$ cat config.mk
export PLATFORM = sky130hd
export DESIGN_NAME = tcr_timer_counter_reset_csrs
export DESIGN_NICKNAME = d
export VERILOG_FILES = /design/src/include/tcr_pkg.sv /design/src/hdl/tcr_hold_timer.sv /design/src/hdl/tcr_timer_counter_reset_csrs.sv
export SDC_FILE = /design/constraint.sdc
export NUM_CORES = 1
export LEC_CHECK = 0
export ABC_AREA = 1
export BUFFER_PORTS_ARGS = -buffer_cell sky130_fd_sc_hd__clkbuf_2
export CAP_MARGIN = 20
export CORE_MARGIN = 4
export CORE_UTILIZATION = 55
export CTS_CLUSTER_SIZE = 14
export DETAILED_ROUTE_END_ITERATION = 16
export GPL_ROUTABILITY_DRIVEN = 0
export PLACE_DENSITY = 0.76
export SLEW_MARGIN = 25
export SYNTH_ARGS = -nofsm -noshare
export SYNTH_HDL_FRONTEND = slang
export SYNTH_SLANG_ARGS = --single-unit
$ cat constraint.sdc
create_clock -name ref_clk -period 2.1 [get_ports ref_clk]
set_input_delay 0 -clock ref_clk [delete_from_list [all_inputs] [get_ports ref_clk]]
set_output_delay 0 -clock ref_clk [all_outputs]
set_load 0.05 [all_outputs]
$ cat src/include/tcr_pkg.sv
// Constants, types and state codes of the timer, counter and reset bank.
// How it works
// - Count register shows sixteen-bit timer, resets FFFFh
// - Free counter starts zero, adds one per cycle
// - Free counter wraps to zero, stops only while held in chip reset
// - Free counter cleared within 160 ns of reset
// - Bit three resets virtual PHY, self-clears
// - Bit two holds port two PHY 102 us
// - Bit one holds port one PHY 102 us
// - Writes to a set reset bit ignored
// - Configuration loader cannot touch reset bits
// - Bit zero resets chip, self-clears on release
// - Chip reset reruns loader, spares PHY resets
// - Chip reset returns bank registers to defaults
// - Chip reset aborts any running EEPROM command
// - Reset control readable while device not ready
// - Either sixteen-bit half readable on its own
// - Enabled timer counts down from its preload
// - Byte order test returns pattern after reset
package tcr_pkg;

    // Register byte offsets
    localparam logic [8:0] TCR_OFS_TIMER_COUNT = 9'h090;
    localparam logic [8:0] TCR_OFS_FREE_RUN = 9'h09C;
    localparam logic [8:0] TCR_OFS_SOFT_RESET = 9'h1F8;
    localparam logic [8:0] TCR_OFS_BYTE_TEST = 9'h064;

    // Bit positions in the soft reset control register
    localparam int TCR_BIT_CHIP = 0;
    localparam int TCR_BIT_PORT1 = 1;
    localparam int TCR_BIT_PORT2 = 2;
    localparam int TCR_BIT_VPHY = 3;

    // Reset values
    localparam logic [15:0] TCR_TIMER_COUNT_RST = 16'hFFFF;
    localparam logic [31:0] TCR_FREE_RUN_RST = 32'h0000_0000;
    localparam logic [31:0] TCR_BYTE_TEST_VAL = 32'h8765_4321;

    // Clock rate and timing figures
    localparam int TCR_CLK_MHZ = 25;
    localparam int TCR_PHY_HOLD_NS = 102000;
    localparam int TCR_PHY_HOLD_CYC =
        (TCR_PHY_HOLD_NS * TCR_CLK_MHZ + 999) / 1000;
    localparam int TCR_VPHY_HOLD_NS = 160;
    localparam int TCR_VPHY_HOLD_CYC =
        (TCR_VPHY_HOLD_NS * TCR_CLK_MHZ + 999) / 1000;
    localparam int TCR_CHIP_HOLD_NS = 640;
    localparam int TCR_CHIP_HOLD_CYC =
        (TCR_CHIP_HOLD_NS * TCR_CLK_MHZ + 999) / 1000;
    localparam int TCR_TICK_NS = 1000;
    localparam int TCR_TICK_CYC = (TCR_TICK_NS * TCR_CLK_MHZ) / 1000;

    // Width of hold and tick counters
    localparam int TCR_CNT_W = 12;

    // Host register request
    typedef struct packed {
        logic wr;
        logic [8:0] addr;
        logic [31:0] wdata;
        logic half_en;
        logic half_hi;
    } tcr_req_t;

    // Chip-level reset sequence
    typedef enum logic [1:0] {
        TCR_ST_RUN = 2'b00,
        TCR_ST_HOLD = 2'b01,
        TCR_ST_RELOAD = 2'b10
    } tcr_state_t;

endpackage
$ cat src/hdl/tcr_hold_timer.sv
// One self-clearing reset bit with a minimum hold count.
module tcr_hold_timer #(
    parameter int HOLD_CYC = 4
) (
    // Clock and reset
    input wire logic ref_clk,
    input wire logic rstn,
    // Start request, ignored while busy
    input wire logic start,
    // Reset active, also the bit's read value
    output logic busy_r
);

    // Cycles left in the hold
    logic [tcr_pkg::TCR_CNT_W-1:0] cnt_r;

    // Hold counter: loads on start, runs down to zero
    always_ff @(posedge ref_clk or negedge rstn) begin
        if (!rstn) begin
            cnt_r <= '0;
        end else if (start && !busy_r) begin
            // Hold lasts exactly HOLD_CYC cycles
            cnt_r <= tcr_pkg::TCR_CNT_W'(HOLD_CYC - 1);
        end else if (busy_r && cnt_r != '0) begin
            cnt_r <= cnt_r - 1'b1;
        end
    end

    // Busy flag: set on start, clears itself at the end
    always_ff @(posedge ref_clk or negedge rstn) begin
        if (!rstn) begin
            busy_r <= 1'b0;
        end else if (start && !busy_r) begin
            busy_r <= 1'b1;
        end else if (busy_r && cnt_r == '0) begin
            // Self-clear on release
            busy_r <= 1'b0;
        end
    end

endmodule

$ cat src/hdl/tcr_timer_counter_reset_csrs.sv
// Timer count, free-running counter and soft reset control registers.
module tcr_timer_counter_reset_csrs (
    // Clock and reset
    input wire logic ref_clk,
    input wire logic rstn,
    // Host register access from the serial management logic
    input wire logic hst_valid,
    input wire tcr_pkg::tcr_req_t hst_req,
    output logic hst_ack,
    output logic [31:0] hst_rdata,
    // Configuration loader write access
    input wire logic eel_wr_valid,
    output logic eel_ack,
    input wire logic eel_done,
    // Interval timer configuration
    input wire logic timer_enable,
    input wire logic [15:0] timer_preload,
    // Reset outputs
    output logic vphy_reset,
    output logic port1_phy_reset,
    output logic port2_phy_reset,
    output logic chip_soft_reset,
    // Loader control and readiness
    output logic eeprom_abort,
    output logic eeprom_reload,
    output logic dev_ready
);

    // Decoded host accesses
    logic hst_wr;
    logic hst_rd;
    logic sel_soft_reset;

    // Start requests for each reset bit
    logic start_chip;
    logic start_port1;
    logic start_port2;
    logic start_vphy;

    // Busy flags from the hold timers
    logic chip_busy;
    logic port1_busy;
    logic port2_busy;
    logic vphy_busy;

    // Chip reset sequence state
    tcr_pkg::tcr_state_t state_r;
    tcr_pkg::tcr_state_t state_nxt;

    // Counters
    logic [31:0] free_run_r;
    logic [15:0] timer_count_r;
    logic [tcr_pkg::TCR_CNT_W-1:0] tick_cnt_r;
    logic tick_r;

    // Read data before the half select
    logic [31:0] rd_word;
    logic [31:0] rd_out;

    // Chip-wide reset in force for this bank
    logic chip_hold;

    // Access decode
    assign hst_wr = hst_valid && hst_req.wr;
    assign hst_rd = hst_valid && !hst_req.wr;
    assign sel_soft_reset = (hst_req.addr == tcr_pkg::TCR_OFS_SOFT_RESET);

    // Only ones start a reset; zero writes do nothing
    assign start_chip = hst_wr && sel_soft_reset
        && hst_req.wdata[tcr_pkg::TCR_BIT_CHIP];
    assign start_port1 = hst_wr && sel_soft_reset
        && hst_req.wdata[tcr_pkg::TCR_BIT_PORT1];
    assign start_port2 = hst_wr && sel_soft_reset
        && hst_req.wdata[tcr_pkg::TCR_BIT_PORT2];
    assign start_vphy = hst_wr && sel_soft_reset
        && hst_req.wdata[tcr_pkg::TCR_BIT_VPHY];

    // Chip reset hold; a set bit ignores further writes
    tcr_hold_timer #(
        .HOLD_CYC(tcr_pkg::TCR_CHIP_HOLD_CYC)
    ) u_chip_hold (
        .ref_clk(ref_clk),
        .rstn(rstn),
        .start(start_chip),
        .busy_r(chip_busy)
    );

    // Port one PHY reset, held the minimum time
    tcr_hold_timer #(
        .HOLD_CYC(tcr_pkg::TCR_PHY_HOLD_CYC)
    ) u_port1_hold (
        .ref_clk(ref_clk),
        .rstn(rstn),
        .start(start_port1),
        .busy_r(port1_busy)
    );

    // Port two PHY reset, held the minimum time
    tcr_hold_timer #(
        .HOLD_CYC(tcr_pkg::TCR_PHY_HOLD_CYC)
    ) u_port2_hold (
        .ref_clk(ref_clk),
        .rstn(rstn),
        .start(start_port2),
        .busy_r(port2_busy)
    );

    // Virtual PHY reset, short fixed pulse
    tcr_hold_timer #(
        .HOLD_CYC(tcr_pkg::TCR_VPHY_HOLD_CYC)
    ) u_vphy_hold (
        .ref_clk(ref_clk),
        .rstn(rstn),
        .start(start_vphy),
        .busy_r(vphy_busy)
    );

    // Bank registers are held at defaults during chip reset
    assign chip_hold = chip_busy;

    // Next state of the chip reset sequence
    always_comb begin
        state_nxt = state_r;
        case (state_r)
            // Normal operation
            tcr_pkg::TCR_ST_RUN: begin
                if (start_chip) begin
                    state_nxt = tcr_pkg::TCR_ST_HOLD;
                end
            end
            // Chip held in reset
            tcr_pkg::TCR_ST_HOLD: begin
                if (!chip_busy) begin
                    // Released: loader reruns
                    state_nxt = tcr_pkg::TCR_ST_RELOAD;
                end
            end
            // Waiting for configuration loader
            tcr_pkg::TCR_ST_RELOAD: begin
                if (start_chip) begin
                    state_nxt = tcr_pkg::TCR_ST_HOLD;
                end else if (eel_done) begin
                    state_nxt = tcr_pkg::TCR_ST_RUN;
                end
            end
            default: begin
                state_nxt = tcr_pkg::TCR_ST_RUN;
            end
        endcase
    end

    // State register; power-up waits for the loader
    always_ff @(posedge ref_clk or negedge rstn) begin
        if (!rstn) begin
            state_r <= tcr_pkg::TCR_ST_RELOAD;
        end else begin
            state_r <= state_nxt;
        end
    end

    // Ready flag follows the sequence state
    always_ff @(posedge ref_clk or negedge rstn) begin
        if (!rstn) begin
            dev_ready <= 1'b0;
        end else begin
            dev_ready <= (state_nxt == tcr_pkg::TCR_ST_RUN);
        end
    end

    // Abort pulse as a chip reset begins
    always_ff @(posedge ref_clk or negedge rstn) begin
        if (!rstn) begin
            eeprom_abort <= 1'b0;
        end else begin
            // Stop any running EEPROM command
            eeprom_abort <= start_chip && !chip_busy;
        end
    end

    // Reload pulse as the chip leaves reset
    always_ff @(posedge ref_clk or negedge rstn) begin
        if (!rstn) begin
            eeprom_reload <= 1'b0;
        end else begin
            eeprom_reload <= (state_r == tcr_pkg::TCR_ST_HOLD)
                && (state_nxt == tcr_pkg::TCR_ST_RELOAD);
        end
    end

    // Reset outputs registered from the busy flags
    always_ff @(posedge ref_clk or negedge rstn) begin
        if (!rstn) begin
            chip_soft_reset <= 1'b0;
            port1_phy_reset <= 1'b0;
            port2_phy_reset <= 1'b0;
            vphy_reset <= 1'b0;
        end else begin
            // Chip reset does not drive the PHY resets
            chip_soft_reset <= chip_busy;
            port1_phy_reset <= port1_busy;
            port2_phy_reset <= port2_busy;
            vphy_reset <= vphy_busy;
        end
    end

    // Free-running counter
    always_ff @(posedge ref_clk or negedge rstn) begin
        if (!rstn) begin
            free_run_r <= tcr_pkg::TCR_FREE_RUN_RST;
        end else if (chip_hold) begin
            // Cleared one cycle after the reset write
            free_run_r <= tcr_pkg::TCR_FREE_RUN_RST;
        end else begin
            // Wraps to zero on overflow and keeps going
            free_run_r <= free_run_r + 32'h0000_0001;
        end
    end

    // Tick divider for the interval timer
    always_ff @(posedge ref_clk or negedge rstn) begin
        if (!rstn) begin
            tick_cnt_r <= '0;
            tick_r <= 1'b0;
        end else if (tick_cnt_r
                == tcr_pkg::TCR_CNT_W'(tcr_pkg::TCR_TICK_CYC - 1)) begin
            // One-cycle enable every tick period
            tick_cnt_r <= '0;
            tick_r <= 1'b1;
        end else begin
            tick_cnt_r <= tick_cnt_r + 1'b1;
            tick_r <= 1'b0;
        end
    end

    // Interval timer count
    always_ff @(posedge ref_clk or negedge rstn) begin
        if (!rstn) begin
            timer_count_r <= tcr_pkg::TCR_TIMER_COUNT_RST;
        end else if (chip_hold) begin
            // Default restored during chip reset
            timer_count_r <= tcr_pkg::TCR_TIMER_COUNT_RST;
        end else if (!timer_enable) begin
            // Halted timer sits at its preload
            timer_count_r <= timer_preload;
        end else if (tick_r) begin
            if (timer_count_r == 16'h0000) begin
                // Restart from preload after reaching zero
                timer_count_r <= timer_preload;
            end else begin
                // Counting down
                timer_count_r <= timer_count_r - 16'h0001;
            end
        end
    end

    // Register read mux; unmapped offsets and reserved bits read zero
    always_comb begin
        rd_word = 32'h0000_0000;
        if (hst_req.addr == tcr_pkg::TCR_OFS_TIMER_COUNT) begin
            // Upper half reserved
            rd_word = {16'h0000, timer_count_r};
        end else if (hst_req.addr == tcr_pkg::TCR_OFS_FREE_RUN) begin
            rd_word = free_run_r;
        end else if (hst_req.addr == tcr_pkg::TCR_OFS_BYTE_TEST) begin
            // Pattern only once the chip is out of reset
            if (!chip_hold) begin
                rd_word = tcr_pkg::TCR_BYTE_TEST_VAL;
            end
        end else if (sel_soft_reset) begin
            // Bits read set while each reset is in force
            rd_word = {28'h0000000, vphy_busy, port2_busy,
                port1_busy, chip_busy};
        end
    end

    // Optional sixteen-bit half select
    always_comb begin
        rd_out = rd_word;
        if (hst_req.half_en) begin
            if (hst_req.half_hi) begin
                rd_out = {16'h0000, rd_word[31:16]};
            end else begin
                rd_out = {16'h0000, rd_word[15:0]};
            end
        end
    end

    // Host answer, one cycle after the request in any state
    always_ff @(posedge ref_clk or negedge rstn) begin
        if (!rstn) begin
            hst_ack <= 1'b0;
            hst_rdata <= 32'h0000_0000;
        end else begin
            hst_ack <= hst_valid;
            if (hst_rd) begin
                hst_rdata <= rd_out;
            end else begin
                hst_rdata <= 32'h0000_0000;
            end
        end
    end

    // Loader writes are acknowledged and dropped here
    always_ff @(posedge ref_clk or negedge rstn) begin
        if (!rstn) begin
            eel_ack <= 1'b0;
        end else begin
            // No path from the loader to any reset bit
            eel_ack <= eel_wr_valid;
        end
    end

endmodule

==> impl_metrics.ini <==
[final_layout]
antenna_cells = 0
drive_gt1_frac = 0.1505
area_delta_synth_final_pct = 16.76
num-nets-final = 1331
fillers = 1322

[sta]
max_slew_margin = 0.6379
setup_violations = 0
fin_skew_ns = 0.01021
rsz0062_at_grt = false
fmax_ghz = 0.5493
setup_tns_ns = 0
drv_slew = 0
min_period_ns = 1.820
finalHoldViolCount = 0
min_period_over_period = 0.8668
tightestPinTransition_ns = 0.5387

[drt]
initialDrtViolationCount = 574
routed_wl_mm = 20.23
wire_per_inst_microns = 13.67
drc = 0
first_pass_iters = 6
vias = 7781
vias_per_cell = 5.257
ant_nets = 0

[floorplanning]
start_util = 0.5650
fp.dieW_microns = 133.4
die_y_microns = 133.4
dieArea_sq_um = 17800
io-pin-count = 107
core_area_sq_um = 15310
num_rows = 45

[synthesis]
synth_seq_cells = 156
yosysUniqueCellTypes = 42
synth_top_cell_by_area = dfrtp_1
synth_area_sq_um = 8652
synthArstFlopShare = 1.000
synth_ff_type = dfrtp_1
yosys_warnings = 0
yosysMostFrequentCell = nand2_1
synthTopCellsByCount = nand2_1, nor2_1, dfrtp_1
syn_nets = 1220
yosysSeqAreaShare = 0.4537
synth.area.top_cells = dfrtp_1, nand2_1, nor2_1, nand3_1, inv_1
syn_inst = 1145
avgSynthCellArea_sq_um = 7.556
synth_top_area_frac = 0.4020
synth_edf_count = 0

[clock_tree]
clockRootBuffer = clkbuf_16
cts_inserted_buffers = 17
ctsLongestPathBuffers = 2
cts_sinks = 156
clk_latency_ns = 0.44
cts_tree = done
path_clk_slew_ns = 0.07
cts_max_level = 4

[critical_path]
cpPeakStageDelay_ns = 0.56
crit_path_cell_trace = inv_1 > ha_1 > nand3_1 > nor2_1 > nand2_2 > nand2_4 > inv_4 > nand3_1 > a21oi_1
critPathMaxFanout = 17
required_ns = 2.46
crit_arrival_ns = 2.18
critPathKind = reg2reg
worst-path-buf-inv = 2
cp_top_family = flip-flops
start_kind = register
end_kind = register
crit_path_top_delay_cell = dfstp_2
crit_path_frequent_cell = nand3_1

[run]
cap_viol_max_count = 0

[status]
status = complete, no violations

[power_and_ir_drop]
ir_drop_mv = 0.5668
p_leak_nw = 4.804
power_w = 0.006308
powerDensity_nw_per_um2 = 624.5

[placement]
io_buffers = 78
hpwlAfterDp_mm = 14.76

[grt]
grt_usage = 0.2361
grt_pass1_vias = 7140
gr-total-overflow = 0
grt_pass1_wl_mm = 34.29
antenna_found_initial = 0
grt_max_degree = 56

[min_path]
hp-class = in2reg
==> repair_timing <==
item                                   in CTS  in global routing
gates resized for setup                     0                  0
buffers inserted                            0                  0
endpoints found under the hold margin     200                  0
hold buffers                               26                  0
==> path summary, 6_finish.rpt <==
check / endpoint / cells past startpoint / slack (ns) / from
min in group asynchronous: hst_rdata[8] / 2 / 0.08 / rstn
hold / removal: hst_rdata[22] / 3 / 0.05 / hst_req[1]
max in group asynchronous: state_r[1] / 3 / 1.29 / rstn
setup reg to reg: timer_count_r[14] / 9 / 0.28 / timer_count_r[0]
setup / recovery: timer_count_r[14] / 9 / 0.28 / timer_count_r[0]
hold reg to reg: port2_phy_reset / 0 / 0.44 / u_port2_hold.busy_r
==> metrics by stage <==
stage                     cells  utilization  hold slack, ns  cell area [sq um]  setup slack (ns)
after global routing       1480       0.6596          0.1017              10100            0.1289
after detailed placement   1422       0.6053        -0.02053               9270            0.3337
after global placement     1422       0.6053        -0.02354               9270            0.3942
final                      1480       0.6596         0.04964              10100            0.2796
after CTS                  1480       0.6596         0.03460              10100            0.3174
after floorplan            1145            -         -0.2956               8652            0.5459
==> logic make-up after synthesis <==
family                   count (synthesis)  share of synthesized area
AND/OR/NAND/NOR                        675                     0.3520
buffers and inverters                  164                    0.07968
flip-flops                             156                     0.4537
AO/OA/AOI/OAI                           97                    0.05712
XOR/XNOR                                44                    0.04454
adder cells (fa/ha/maj)                  9                    0.01302
==> flip-flops by register name, summed over array words and instances (netlist names), 2 cells and up <==
| register | flops |
|---|---|
| free_run_r | 32 |
| hst_rdata | 32 |
| state_r | 2 |
| tick_cnt_r | 12 |
| timer_count_r | 16 |
| u_chip_hold.cnt_r | 12 |
| u_port1_hold.cnt_r | 12 |
| u_port2_hold.cnt_r | 12 |
| u_vphy_hold.cnt_r | 12 |
==> area by class of cell <==
class,instances,area [sq um],area share
Clock buffer,17,425.4,0.04211
Clock inverter,15,146.4,0.01449
Inverter,139,524.3,0.05189
Multi-Input combinational cell,825,4038,0.3997
Sequential cell,156,3925,0.3885
Tap cell,211,264.0,0.02613
Timing Repair Buffer,117,779.5,0.07716
==> per-layer routing <==
layer  share of wire  routed length (microns)  up-vias  track usage
li1                -                        -     3859            -
met1            0.46                     9302     3598       0.3389
met2            0.45                     9162      284       0.3648
met3           0.063                     1270       40      0.04041
met4           0.024                      492        0      0.08286
met5               0                        0        -            0
==> cells in the final DEF (no fill, tap or decap), types with 12 or more instances in the layout <==
cell,count
a21oi_1,40
clkbuf_16,17
clkbuf_2,77
dfrtp_1,139
dfstp_2,17
dlygate4sd3_1,26
inv_1,132
nand2_1,277
nand3_1,114
nand3b_1,12
nand4_1,17
nor2_1,175
nor2_2,12
nor3_1,32
o21ai_0,45
xor2_1,36
==> worst register-to-register path, cell delays in order (launching register included) <==
cell and delay, ns:
dfstp_2 0.56, inv_1 0.10, ha_1 0.23, nand3_1 0.09, nor2_1 0.06, nand2_2 0.12
nand2_4 0.15, inv_4 0.18, nand3_1 0.10, a21oi_1 0.14
==> report_power, final <==
part           switching (W)  internal, W
sequential        0.00000330      0.00301
clock                0.00141      0.00158
combinational       0.000200     0.000105
total                0.00161      0.00470
Power figures use the tool's default switching activity.
